**src/core/mpm_pkg.sv**
```systemverilog
// shared constants for the module power manager
package mpm_pkg;
  localparam int CLK_HZ = 10000000;
  localparam int MOD_COUNT = 4;
  localparam int MOD_PAR = 0;
  localparam int MOD_FDC = 1;
  localparam int MOD_SERA = 2;
  localparam int MOD_SERB = 3;
  localparam logic [7:0] FDC_IDLE_STATUS = 8'h80;
  localparam int DLY_SHORT_MS = 10;
  localparam int DLY_LONG_MS = 500;
  localparam int DLY_SHORT_CYC = (CLK_HZ / 1000) * DLY_SHORT_MS;
  localparam int DLY_LONG_CYC = (CLK_HZ / 1000) * DLY_LONG_MS;
  localparam int DLY_W = 23;
  localparam logic MIN_DELAY_SELECT_DEFAULT = 1'b0;
  localparam logic [3:0] RST_MASK = 4'h0;
endpackage

```
**src/core/mpm_power_manager.sv**
```systemverilog
// per-module clock gating and floppy auto powerdown control
//
// How it works
// each of four modules has direct and automatic powerdown modes
// direct powerdown stops the module clock at once, regardless
// automatic powerdown gates the clock only while the module is idle; code checks idle on entry only and keeps gating after idle drops
// chip_clock_off turns the oscillator off, whole chip powered down
// each module has auto enable, idle flag and direct powerdown bits
// idle flag is a read-only status output
// hardware reset or module soft reset ends any powerdown
// clearing the direct powerdown bit restores the clock
// module activity ends automatic powerdown
// software uses module enable only for permanent disabling
// per-module powerdown leaves the oscillator alone
// floppy registers kept during idle sleep, unlike direct powerdown
// floppy auto powerdown armed by command or config enable bit
// floppy sleeps only when all four entry conditions hold
// all four motor enables must be inactive
// floppy idle needs status 80h and interrupt negated
// head unload timer must have expired
// powerdown command starts minimum delay timer chosen by select
// floppy soft reset restarts the minimum delay timer
// config-armed auto powerdown uses default delay select
// delay is 10 ms for select 0, 0.5 s for select 1
// floppy wakes on reset or access to output, status or fifo
// clock restored glitch-free before the waking access is served
// direct powerdown overrides automatic powerdown
`timescale 1ns/1ns
module mpm_power_manager
  import mpm_pkg::*;
(
  // clock and reset
  input wire logic clk,
  input wire logic sys_rst,
  // global control
  input wire logic chip_clock_off,
  // per-module configuration bits, index 0 par, 1 fdc, 2 ser a, 3 ser b
  input wire logic [3:0] auto_powerdown_enable,
  input wire logic [3:0] direct_powerdown_bit,
  input wire logic [3:0] module_soft_reset,
  input wire logic [3:0] module_enable_bit,
  // per-module idle and activity from the modules
  input wire logic [3:0] module_idle_in,
  input wire logic [3:0] module_activity,
  // floppy controller status
  input wire logic fdc_auto_pd_enable,
  input wire logic fdc_pd_cmd,
  input wire logic fdc_pd_cmd_min_delay_select,
  input wire logic [3:0] motor_enable_outputs,
  input wire logic [7:0] main_status_reg,
  input wire logic fdc_irq,
  input wire logic head_unload_expired,
  input wire logic fdc_host_access,
  // outputs
  output logic osc_enable,
  output logic [3:0] module_clk_en,
  output logic [3:0] module_idle_flag,
  output logic [3:0] module_in_auto_pd,
  output logic [3:0] module_in_direct_pd,
  output logic fdc_regs_clear,
  output logic fdc_min_delay_select_done
);

  logic [3:0] dpd_r;
  logic [3:0] dpd_nxt;
  logic [3:0] apd_r;
  logic [3:0] apd_nxt;
  logic [3:0] dpd_q_r;
  logic [3:0] idle_sync1_r;
  logic [3:0] idle_sync2_r;
  logic [3:0] act_sync1_r;
  logic [3:0] act_sync2_r;
  logic [3:0] me_sync1_r;
  logic [3:0] me_sync2_r;
  logic [7:0] msr_sync1_r;
  logic [7:0] msr_sync2_r;
  logic irq_sync1_r;
  logic irq_sync2_r;
  logic hut_sync1_r;
  logic hut_sync2_r;
  logic acc_sync1_r;
  logic acc_sync2_r;
  logic fdc_armed_r;
  logic fdc_armed_nxt;
  logic dly_sel_r;
  logic [DLY_W-1:0] dly_cnt_r;
  logic [DLY_W-1:0] dly_cnt_nxt;
  logic dly_done_r;
  logic [3:0] clk_en_r;
  logic osc_r;
  logic regs_clear_r;

  wire logic [3:0] mod_reset = module_soft_reset;
  wire logic [3:0] mod_idle;
  wire logic [3:0] mod_wake;
  wire logic [3:0] mod_sleep_ok;
  wire logic fdc_idle;
  wire logic fdc_entry_ok;
  wire logic fdc_dly_restart;
  wire logic [DLY_W-1:0] dly_target;
  wire logic [3:0] auto_en_eff;
  wire logic fdc_motors_off;
  wire logic dly_reached;
  wire logic [3:0] gate_nxt;

  function automatic logic [DLY_W-1:0] dly_cycles(input logic sel);
    dly_cycles = sel ? DLY_W'(DLY_LONG_CYC) : DLY_W'(DLY_SHORT_CYC);
  endfunction

  // floppy idle: status 80h with no pending interrupt
  assign fdc_idle = (msr_sync2_r == FDC_IDLE_STATUS) && !irq_sync2_r;
  assign fdc_motors_off = (me_sync2_r == 4'h0);
  assign fdc_entry_ok = fdc_motors_off && fdc_idle
                        && hut_sync2_r && dly_done_r;

  assign mod_idle = {idle_sync2_r[MOD_SERB], idle_sync2_r[MOD_SERA],
                     fdc_idle, idle_sync2_r[MOD_PAR]};
  assign auto_en_eff = {auto_powerdown_enable[3:2], fdc_armed_r,
                        auto_powerdown_enable[0]};
  assign mod_sleep_ok = {mod_idle[3:2], fdc_entry_ok, mod_idle[0]};
  assign mod_wake = act_sync2_r | {2'b00, acc_sync2_r, 1'b0};

  // direct powerdown follows the config bit; soft reset releases it
  assign dpd_nxt = direct_powerdown_bit & ~mod_reset;

  // auto powerdown entry needs idle; wake or reset leaves it
  assign apd_nxt = auto_en_eff & ~mod_reset & ~mod_wake
                   & (apd_r | mod_sleep_ok);

  // either powerdown gates the clock; direct needs no idle check
  assign gate_nxt = dpd_nxt | apd_nxt;

  // arming via command or config bit
  assign fdc_armed_nxt = fdc_pd_cmd | fdc_auto_pd_enable
                         | (fdc_armed_r & ~fdc_auto_pd_enable & ~fdc_pd_cmd);

  // soft reset or command restarts minimum delay
  assign fdc_dly_restart = fdc_pd_cmd || mod_reset[MOD_FDC];
  assign dly_target = dly_cycles(dly_sel_r);
  // counter holds at the target so the done flag stays up
  assign dly_reached = (dly_cnt_r >= dly_target);
  assign dly_cnt_nxt = dly_reached ? dly_cnt_r : dly_cnt_r + DLY_W'(1);

  // two-flop synchronisers for inputs from the module clock domains
  always_ff @(posedge clk) begin
    idle_sync1_r <= module_idle_in;
    idle_sync2_r <= idle_sync1_r;
  end

  always_ff @(posedge clk) begin
    act_sync1_r <= module_activity;
    act_sync2_r <= act_sync1_r;
  end

  always_ff @(posedge clk) begin
    me_sync1_r <= motor_enable_outputs;
    me_sync2_r <= me_sync1_r;
  end

  // status bits may tear while changing; entry compares the synchronised value with 80h in a single cycle
  always_ff @(posedge clk) begin
    msr_sync1_r <= main_status_reg;
    msr_sync2_r <= msr_sync1_r;
  end

  always_ff @(posedge clk) begin
    irq_sync1_r <= fdc_irq;
    irq_sync2_r <= irq_sync1_r;
  end

  always_ff @(posedge clk) begin
    hut_sync1_r <= head_unload_expired;
    hut_sync2_r <= hut_sync1_r;
  end

  always_ff @(posedge clk) begin
    acc_sync1_r <= fdc_host_access;
    acc_sync2_r <= acc_sync1_r;
  end

  // direct powerdown state
  always_ff @(posedge clk) begin
    if (sys_rst) begin
      dpd_r <= RST_MASK;
    end else begin
      dpd_r <= dpd_nxt;
    end
  end

  // automatic powerdown state
  always_ff @(posedge clk) begin
    if (sys_rst) begin
      apd_r <= RST_MASK;
    end else begin
      apd_r <= apd_nxt;
    end
  end

  // floppy arming is dropped only by hardware reset
  always_ff @(posedge clk) begin
    if (sys_rst) begin
      fdc_armed_r <= 1'b0;
    end else begin
      fdc_armed_r <= fdc_armed_nxt;
    end
  end

  always_ff @(posedge clk) begin
    if (sys_rst) begin
      dly_sel_r <= MIN_DELAY_SELECT_DEFAULT;
      dly_cnt_r <= '0;
      dly_done_r <= 1'b0;
    end else if (fdc_dly_restart) begin
      // a soft reset restart without a command keeps the current select
      dly_sel_r <= fdc_pd_cmd ? fdc_pd_cmd_min_delay_select : dly_sel_r;
      dly_cnt_r <= '0;
      dly_done_r <= 1'b0;
    end else begin
      if (fdc_auto_pd_enable && !fdc_armed_r) begin
        dly_sel_r <= MIN_DELAY_SELECT_DEFAULT;
      end
      dly_cnt_r <= dly_cnt_nxt;
      dly_done_r <= dly_reached;
    end
  end

  // clock enables change only on a clk edge so gated clocks stay clean;
  // a wake term clears gating on the clk edge after the synchronised access is seen
  always_ff @(posedge clk) begin
    if (sys_rst) begin
      clk_en_r <= 4'hF;
    end else begin
      clk_en_r <= ~gate_nxt;
    end
  end

  // oscillator follows the global bit only
  always_ff @(posedge clk) begin
    if (sys_rst) begin
      osc_r <= 1'b1;
    end else begin
      osc_r <= !chip_clock_off;
    end
  end

  always_ff @(posedge clk) begin
    if (sys_rst) begin
      dpd_q_r <= 4'h0;
    end else begin
      dpd_q_r <= dpd_r;
    end
  end

  // registers lost only on entry into direct powerdown
  always_ff @(posedge clk) begin
    if (sys_rst) begin
      regs_clear_r <= 1'b0;
    end else begin
      regs_clear_r <= dpd_r[MOD_FDC] && !dpd_q_r[MOD_FDC];
    end
  end

  // read-only idle status
  always_ff @(posedge clk) begin
    if (sys_rst) begin
      module_idle_flag <= 4'h0;
    end else begin
      module_idle_flag <= mod_idle;
    end
  end

  // auto state is reported only when direct powerdown is off
  always_ff @(posedge clk) begin
    if (sys_rst) begin
      module_in_auto_pd <= 4'h0;
    end else begin
      module_in_auto_pd <= apd_r & ~dpd_r;
    end
  end

  always_ff @(posedge clk) begin
    if (sys_rst) begin
      module_in_direct_pd <= 4'h0;
    end else begin
      module_in_direct_pd <= dpd_r;
    end
  end

  always_ff @(posedge clk) begin
    if (sys_rst) begin
      fdc_min_delay_select_done <= 1'b0;
    end else begin
      fdc_min_delay_select_done <= dly_done_r;
    end
  end

  assign module_clk_en = clk_en_r;
  assign osc_enable = osc_r;
  assign fdc_regs_clear = regs_clear_r;

endmodule

```
**config.mk**
```make
export PLATFORM = sky130hd
export DESIGN_NAME = mpm_power_manager
export DESIGN_NICKNAME = d
export VERILOG_FILES = /design/src/core/mpm_pkg.sv /design/src/core/mpm_power_manager.sv
export SDC_FILE = /design/constraint.sdc
export NUM_CORES = 1
export LEC_CHECK = 0
export ABC_AREA = 1
export BUFFER_PORTS_ARGS = -buffer_cell sky130_fd_sc_hd__clkbuf_2
export CAP_MARGIN = 10
export CORE_MARGIN = 2
export CORE_UTILIZATION = 50
export DETAILED_ROUTE_END_ITERATION = 16
export GPL_TIMING_DRIVEN = 0
export HOLD_SLACK_MARGIN = 0.15
export PLACE_DENSITY = 0.7
export SLEW_MARGIN = 30
export SYNTH_ARGS = -nofsm -noshare
export SYNTH_HDL_FRONTEND = slang
export SYNTH_SLANG_ARGS = --single-unit
```
**constraint.sdc**
```tcl
create_clock -name clk -period 2.3 [get_ports clk]
set_clock_uncertainty 0.15 [all_clocks]
set_input_delay 0.345 -clock clk [delete_from_list [all_inputs] [get_ports clk]]
set_output_delay 0.345 -clock clk [all_outputs]
set_load 0.02 [all_outputs]
```
Word-level counts from Yosys, hierarchy flattened
Cells that the tools add are included.

Output and inout bits: 19. Logic and storage cells: 68. Register bits: 99. Input port bits: 45.

Multiplexer cells: 4. Add/sub/neg operators: 1. Bitwise operators: 18. Equal/unequal tests: 2. Order comparisons: 1. Reductions and logical operators: 15.

Operators by type and width (count): $add A23 B1 Y23 const B (1); $ge A23 B23 Y1 (1); $mux W23 (1); $and A4 B4 Y4 (5); $not A4 Y4 (4); $eq A8 B8 Y1 const B (1); $or A4 B4 Y4 (2); $logic_and A1 B1 Y1 (6); $logic_not A1 Y1 (4); $logic_not A4 Y1 (1); $or A4 B2 Y4 (1); $mux W1 (3); $and A1 B1 Y1 (2); $ne A2 B2 Y1 const B (1); $not A1 Y1 (2); $or A1 B1 Y1 (2); $reduce_and A2 Y1 (1); $reduce_bool A2 Y1 (1); $reduce_or A2 Y1 (1); $logic_or A1 B1 Y1 (1).

Depth between registers and ports, before layout
Depth in word-level cells: 9. Mapped depth: 14. Depth with buffers taken out: 13.

Least setup slack after synthesis
Ideal clock, no wire load.

Path type: register -> register. From: register dly_sel_r. To: register dly_cnt_r[2]. Stages on the path, launching flop included: 12. Clock period less this slack: 1.981 ns. Setup time: 0.113 ns. Required time: 2.037 ns. Path slack: 0.319 ns. Path buffers: 1. Arrival time: 1.719 ns. Cells stage by stage: dfxtp_1 > inv_1 > ha_1 > a21oi_1 > nand2_1 > nand2_2 > nand2_2 > nor2_8 > nand3_4 > buf_6 > nor2_1 > nor2_1.

Cells in the longest elaborated chain, start to end: 2.

Ends and longest elaborated chain: start: declaration (line mpm_power_manager.sv:85) `logic dly_sel_r;`; start signal: assignment (line mpm_power_manager.sv:215) `dly_sel_r <= fdc_pd_cmd ? fdc_pd_cmd_min_delay_select : dly_sel_r;`; $mux W23 (line mpm_power_manager.sv:107) `dly_cycles = sel ? DLY_W'(DLY_LONG_CYC) : DLY_W'(DLY_SHORT_CYC);`; $ge A23 B23 Y1 (line mpm_power_manager.sv:141) `assign dly_reached = (dly_cnt_r >= dly_target);`; end signal: assignment (line mpm_power_manager.sv:222) `dly_cnt_r <= dly_cnt_nxt;`; end: declaration (line mpm_power_manager.sv:86) `logic [DLY_W-1:0] dly_cnt_r;`.

No other way between the ends. A chain may end at the register's enable or synchronous reset.

Worst setup path in the final report
From: register dly_sel_r. To: register dly_cnt_r[16].

Same word-level chain as after synthesis.

==> metrics.md <==
| Metric | Value |
|---|---|
| Tcrit/Tclk final | `97.1%` |
| Num CTS Buffers | `9` |
| Vias in the first global route | `~3100` |
| Antenna violations before repair | `0` |
| Top cell type by total area after synthesis | `dfxtp_1` |
| Drt first-iter violations | `142` |
| Later-pin clock latency in the skew report | `0.36 ns` |
| CTS root buffer | `clkbuf_8` |
| End of the worst register-to-register path | `dly_cnt_r[16]$_SDFFE_PP0N_` |
| Final nets | `648` |
| Reg clk slew, reported paths | `0.10 ns` |
| Port bufs | `56` |
| First-pass GRT wire length | `13400 µm` |
| Distinct cells, synth | `29` |
| Count leader, synth | `dfxtp_1` |
| Total grt overflow | `0` |
| Power Dens Cells | `approximately 630 nW/µm²` |
| Worst-margin pin slew | `0.467 ns` |
| Total vias in the final route | `about 3200` |
| DR WL/cell | `12.0 µm` |
| WHS Endpoint | `module_clk_en[3]$_SDFF_PP1_` |
| Startpoint types | `flop` |
| Mapped Avg Cell Area | `8.00 µm²` |
| Req. time, crit path | `roughly 2.5 ns` |
| Yosys reg bits | `between 90 and 100` |
| Routability cong. | `0.904` |
| Mapped cell area | `between 3000 and 4000 µm²` |
| GRT Util Overall | `20.1%` |
| Ports | `64` |
| Row count | `31` |
| CP Max Fanout | `10` |
| Core region area | `7330 µm²` |
| Reg2Reg Setup Slack | `0.07 ns` |
| Net Count, Synth | `~540` |
| Top area cells in the synthesized netlist | `dfxtp_1 51%, nand2_1 9.2%, inv_1 7.3%` |
| Max clock buf depth | `2` |
| Top cell type's share of synthesized area | `50.9%` |
| Hold wc startpoint | `module_soft_reset[3]` |
| H-tree depth | `3` |
| Seq/Total Area, Yosys | `50.9%` |
| CP arrival | `2.38 ns` |
| Hold Path Cell Cnt | `5` |
| Sinks on Clock Net | `97` |
| Share of post-route cells with drive strength above 1 | `21.5%` |
| Post-synth EDFFs | `0` |
| Ys async rst share | `0%` |
| Hpwl dp | `5410 µm` |
| WL final | `between 8000 and 9000 µm` |
| Final Max Slew Viols | `0` |
| Final WS setup | `between 0.06 and 0.07 ns` |
| Min Tclk post-route | `between 2 and 2.5 ns` |
| Die height | `~90 µm` |
| Final setup viols | `0` |
| Max-cap violations | `0` |
| Final hold vios | `0` |
| Maximum clock rate | `roughly 0.45 GHz` |
| Maximum VDD drop | `roughly 460 µV` |
| Dpl ws | `-0.0920 ns` |
| Synth Instances | `approximately 480` |
| Number of diodes | `0` |
| Die W | `91.4 µm` |
| Initial Utilization | `52.1%` |
| Hold Path Class | `primary input to flop` |
| CTS tree | `done` |
| Synth Flop Type | `dfxtp_1` |
| Kind of critical path | `flop to flop` |
| Hold WS | `0.175 ns` |
| Synthesis Warnings | `0` |
| Largest net degree at the start of global routing | `19` |
| Post-route ant nets | `0` |
| Relative slew slack | `68.8%` |
| CP Capture Type | `flop` |
| Post-detailed-route DRC marker count | `0` |
| RR Startpoint | `dly_sel_r$_SDFFE_PP0P_` |
| Commonest cells in the synthesized netlist | `97 x dfxtp_1, 94 x nand2_1, 74 x inv_1, 74 x nor2_1, 25 x nand3_1` |
| First-pass DRT Iterations | `6` |
| Via-per-instance ratio | `4.65` |
| Area growth from synthesis to layout | `27.6%` |
| Status | `complete, no violations` |
| Die area | `roughly 8300 µm²` |
| Lkg Pwr | `between 2 and 2.5 nW` |
| Worst R2R Path Depth | `12` |
## worst max-delay path by stage
stage / startpoint / end / slack, ns
2_1_floorplan: dly_sel_r$_SDFFE_PP0P_ / dly_cnt_r[2]$_SDFFE_PP0N_ / 0.32
3_3_place_gp: dly_sel_r$_SDFFE_PP0P_ / dly_cnt_r[11]$_SDFFE_PP0N_ / -0.10
3_5_place_dp: dly_sel_r$_SDFFE_PP0P_ / dly_cnt_r[16]$_SDFFE_PP0N_ / -0.09
4_1_cts: dly_sel_r$_SDFFE_PP0P_ / dly_cnt_r[16]$_SDFFE_PP0N_ / 0.005
5_1_grt: dly_sel_r$_SDFFE_PP0P_ / dly_cnt_r[5]$_SDFFE_PP0N_ / -0.005
6_report: dly_sel_r$_SDFFE_PP0P_ / dly_cnt_r[16]$_SDFFE_PP0N_ / 0.07
## registers in the layout, summed over array words and instances (netlist names), 3 cells and up
name and flops:
idle_sync1_r 3, module_in_auto_pd 4, dpd_r 4, msr_sync1_r 8, idle_sync2_r 3, act_sync2_r 4, me_sync1_r 4, dly_cnt_r 23
me_sync2_r 4, module_clk_en 4, msr_sync2_r 8, apd_r 4, module_in_direct_pd 4, act_sync1_r 4, module_idle_flag 4
## logic make-up after synthesis
logic type	after synthesis	share of synthesized area [%]
DFF	97	50.9
adders and majority gates	14	4.59
xor gates and xnor gates	2	0.459
buffers and inverters	87	9.18
and+or+nand+nor	242	29.4
AOI/OAI and AO/OA	35	5.51
## cell type report
cell class | instances | area [µm²]
clock buffers | 10 | 138
fillers | 609 | 2460
plain buffers | 7 | 51.3
multi-input cells | 295 | 1550
repair buffers | 99 | 698
well taps | 99 | 124
clock inverters | 6 | 56.3
inverters | 80 | 307
flip-flops and latches | 97 | 1950
## through the flow
| stage | util [%] | cells | cell area (µm²) | total power [mW] | TNS (ns) |
|---|---|---|---|---|---|
| final | 66.4 | 693 | 4870 | 3.05 | 0 |
| after global routing | 66.4 | 693 | 4870 | 3.17 | -0.00616 |
| after CTS | 65.7 | 688 | 4820 | 3.06 | 0 |
| after detailed placement | 57.6 | 632 | 4220 | 1.94 | -1.02 |
| after global placement | 57.6 | 632 | 4220 | 1.93 | -1.14 |
| after floorplan | - | 477 | 3820 | 1.87 | 0 |
## what timing repair did
item | in CTS | in global routing
gates cloned | 0 | 3
endpoints found under the hold margin | 37 | 0
resized for setup | 2 | 5
hold buffers | 38 | 0
pin swaps | 0 | 3
buffers inserted | 2 | 2
setup endpoints to repair | 21 | 24
## where the power goes
group	internal, mW	switching, mW	total (mW)
clock	0.450	0.640	1.09
combinational	0.105	0.103	0.207
sequential	1.74	0.0168	1.75
## worst max-delay path, stage by stage, from the launching register on
cell and delay, ns:
dfxtp_4 0.37, clkinvlp_4 0.08, buf_4 0.17, ha_1 0.32, nand2_1 0.08, nor2_1 0.19
nand3_2 0.13, nor2_4 0.20, nor2_8 0.07, nand3_4 0.06, buf_6 0.16, nand2_2 0.06
a21oi_2 0.13
## cell usage in the layout (no fill, tap or decap), types with 7 or more instances in the layout
master,n
dfxtp_1,96
nand2_1,93
nor2_1,74
inv_1,73
clkbuf_2,56
dlygate4sd3_1,38
nand3_1,25
nand4_1,15
ha_1,14
o21ai_0,13
nand2_2,13
a21oi_1,10
clkbuf_8,10
a21oi_2,7
## per-layer routing
layer / track usage, % / wire length, µm / vias to the layer above
li1: - / - / 1701
met5: 0 / 0 / -
met4: 6.82 / 188 / 0
met1: 24.0 / 3670 / 1425
met3: 4.98 / 376 / 14
met2: 35.3 / 4060 / 79
No activity file was read; power rests on OpenSTA's default activity.
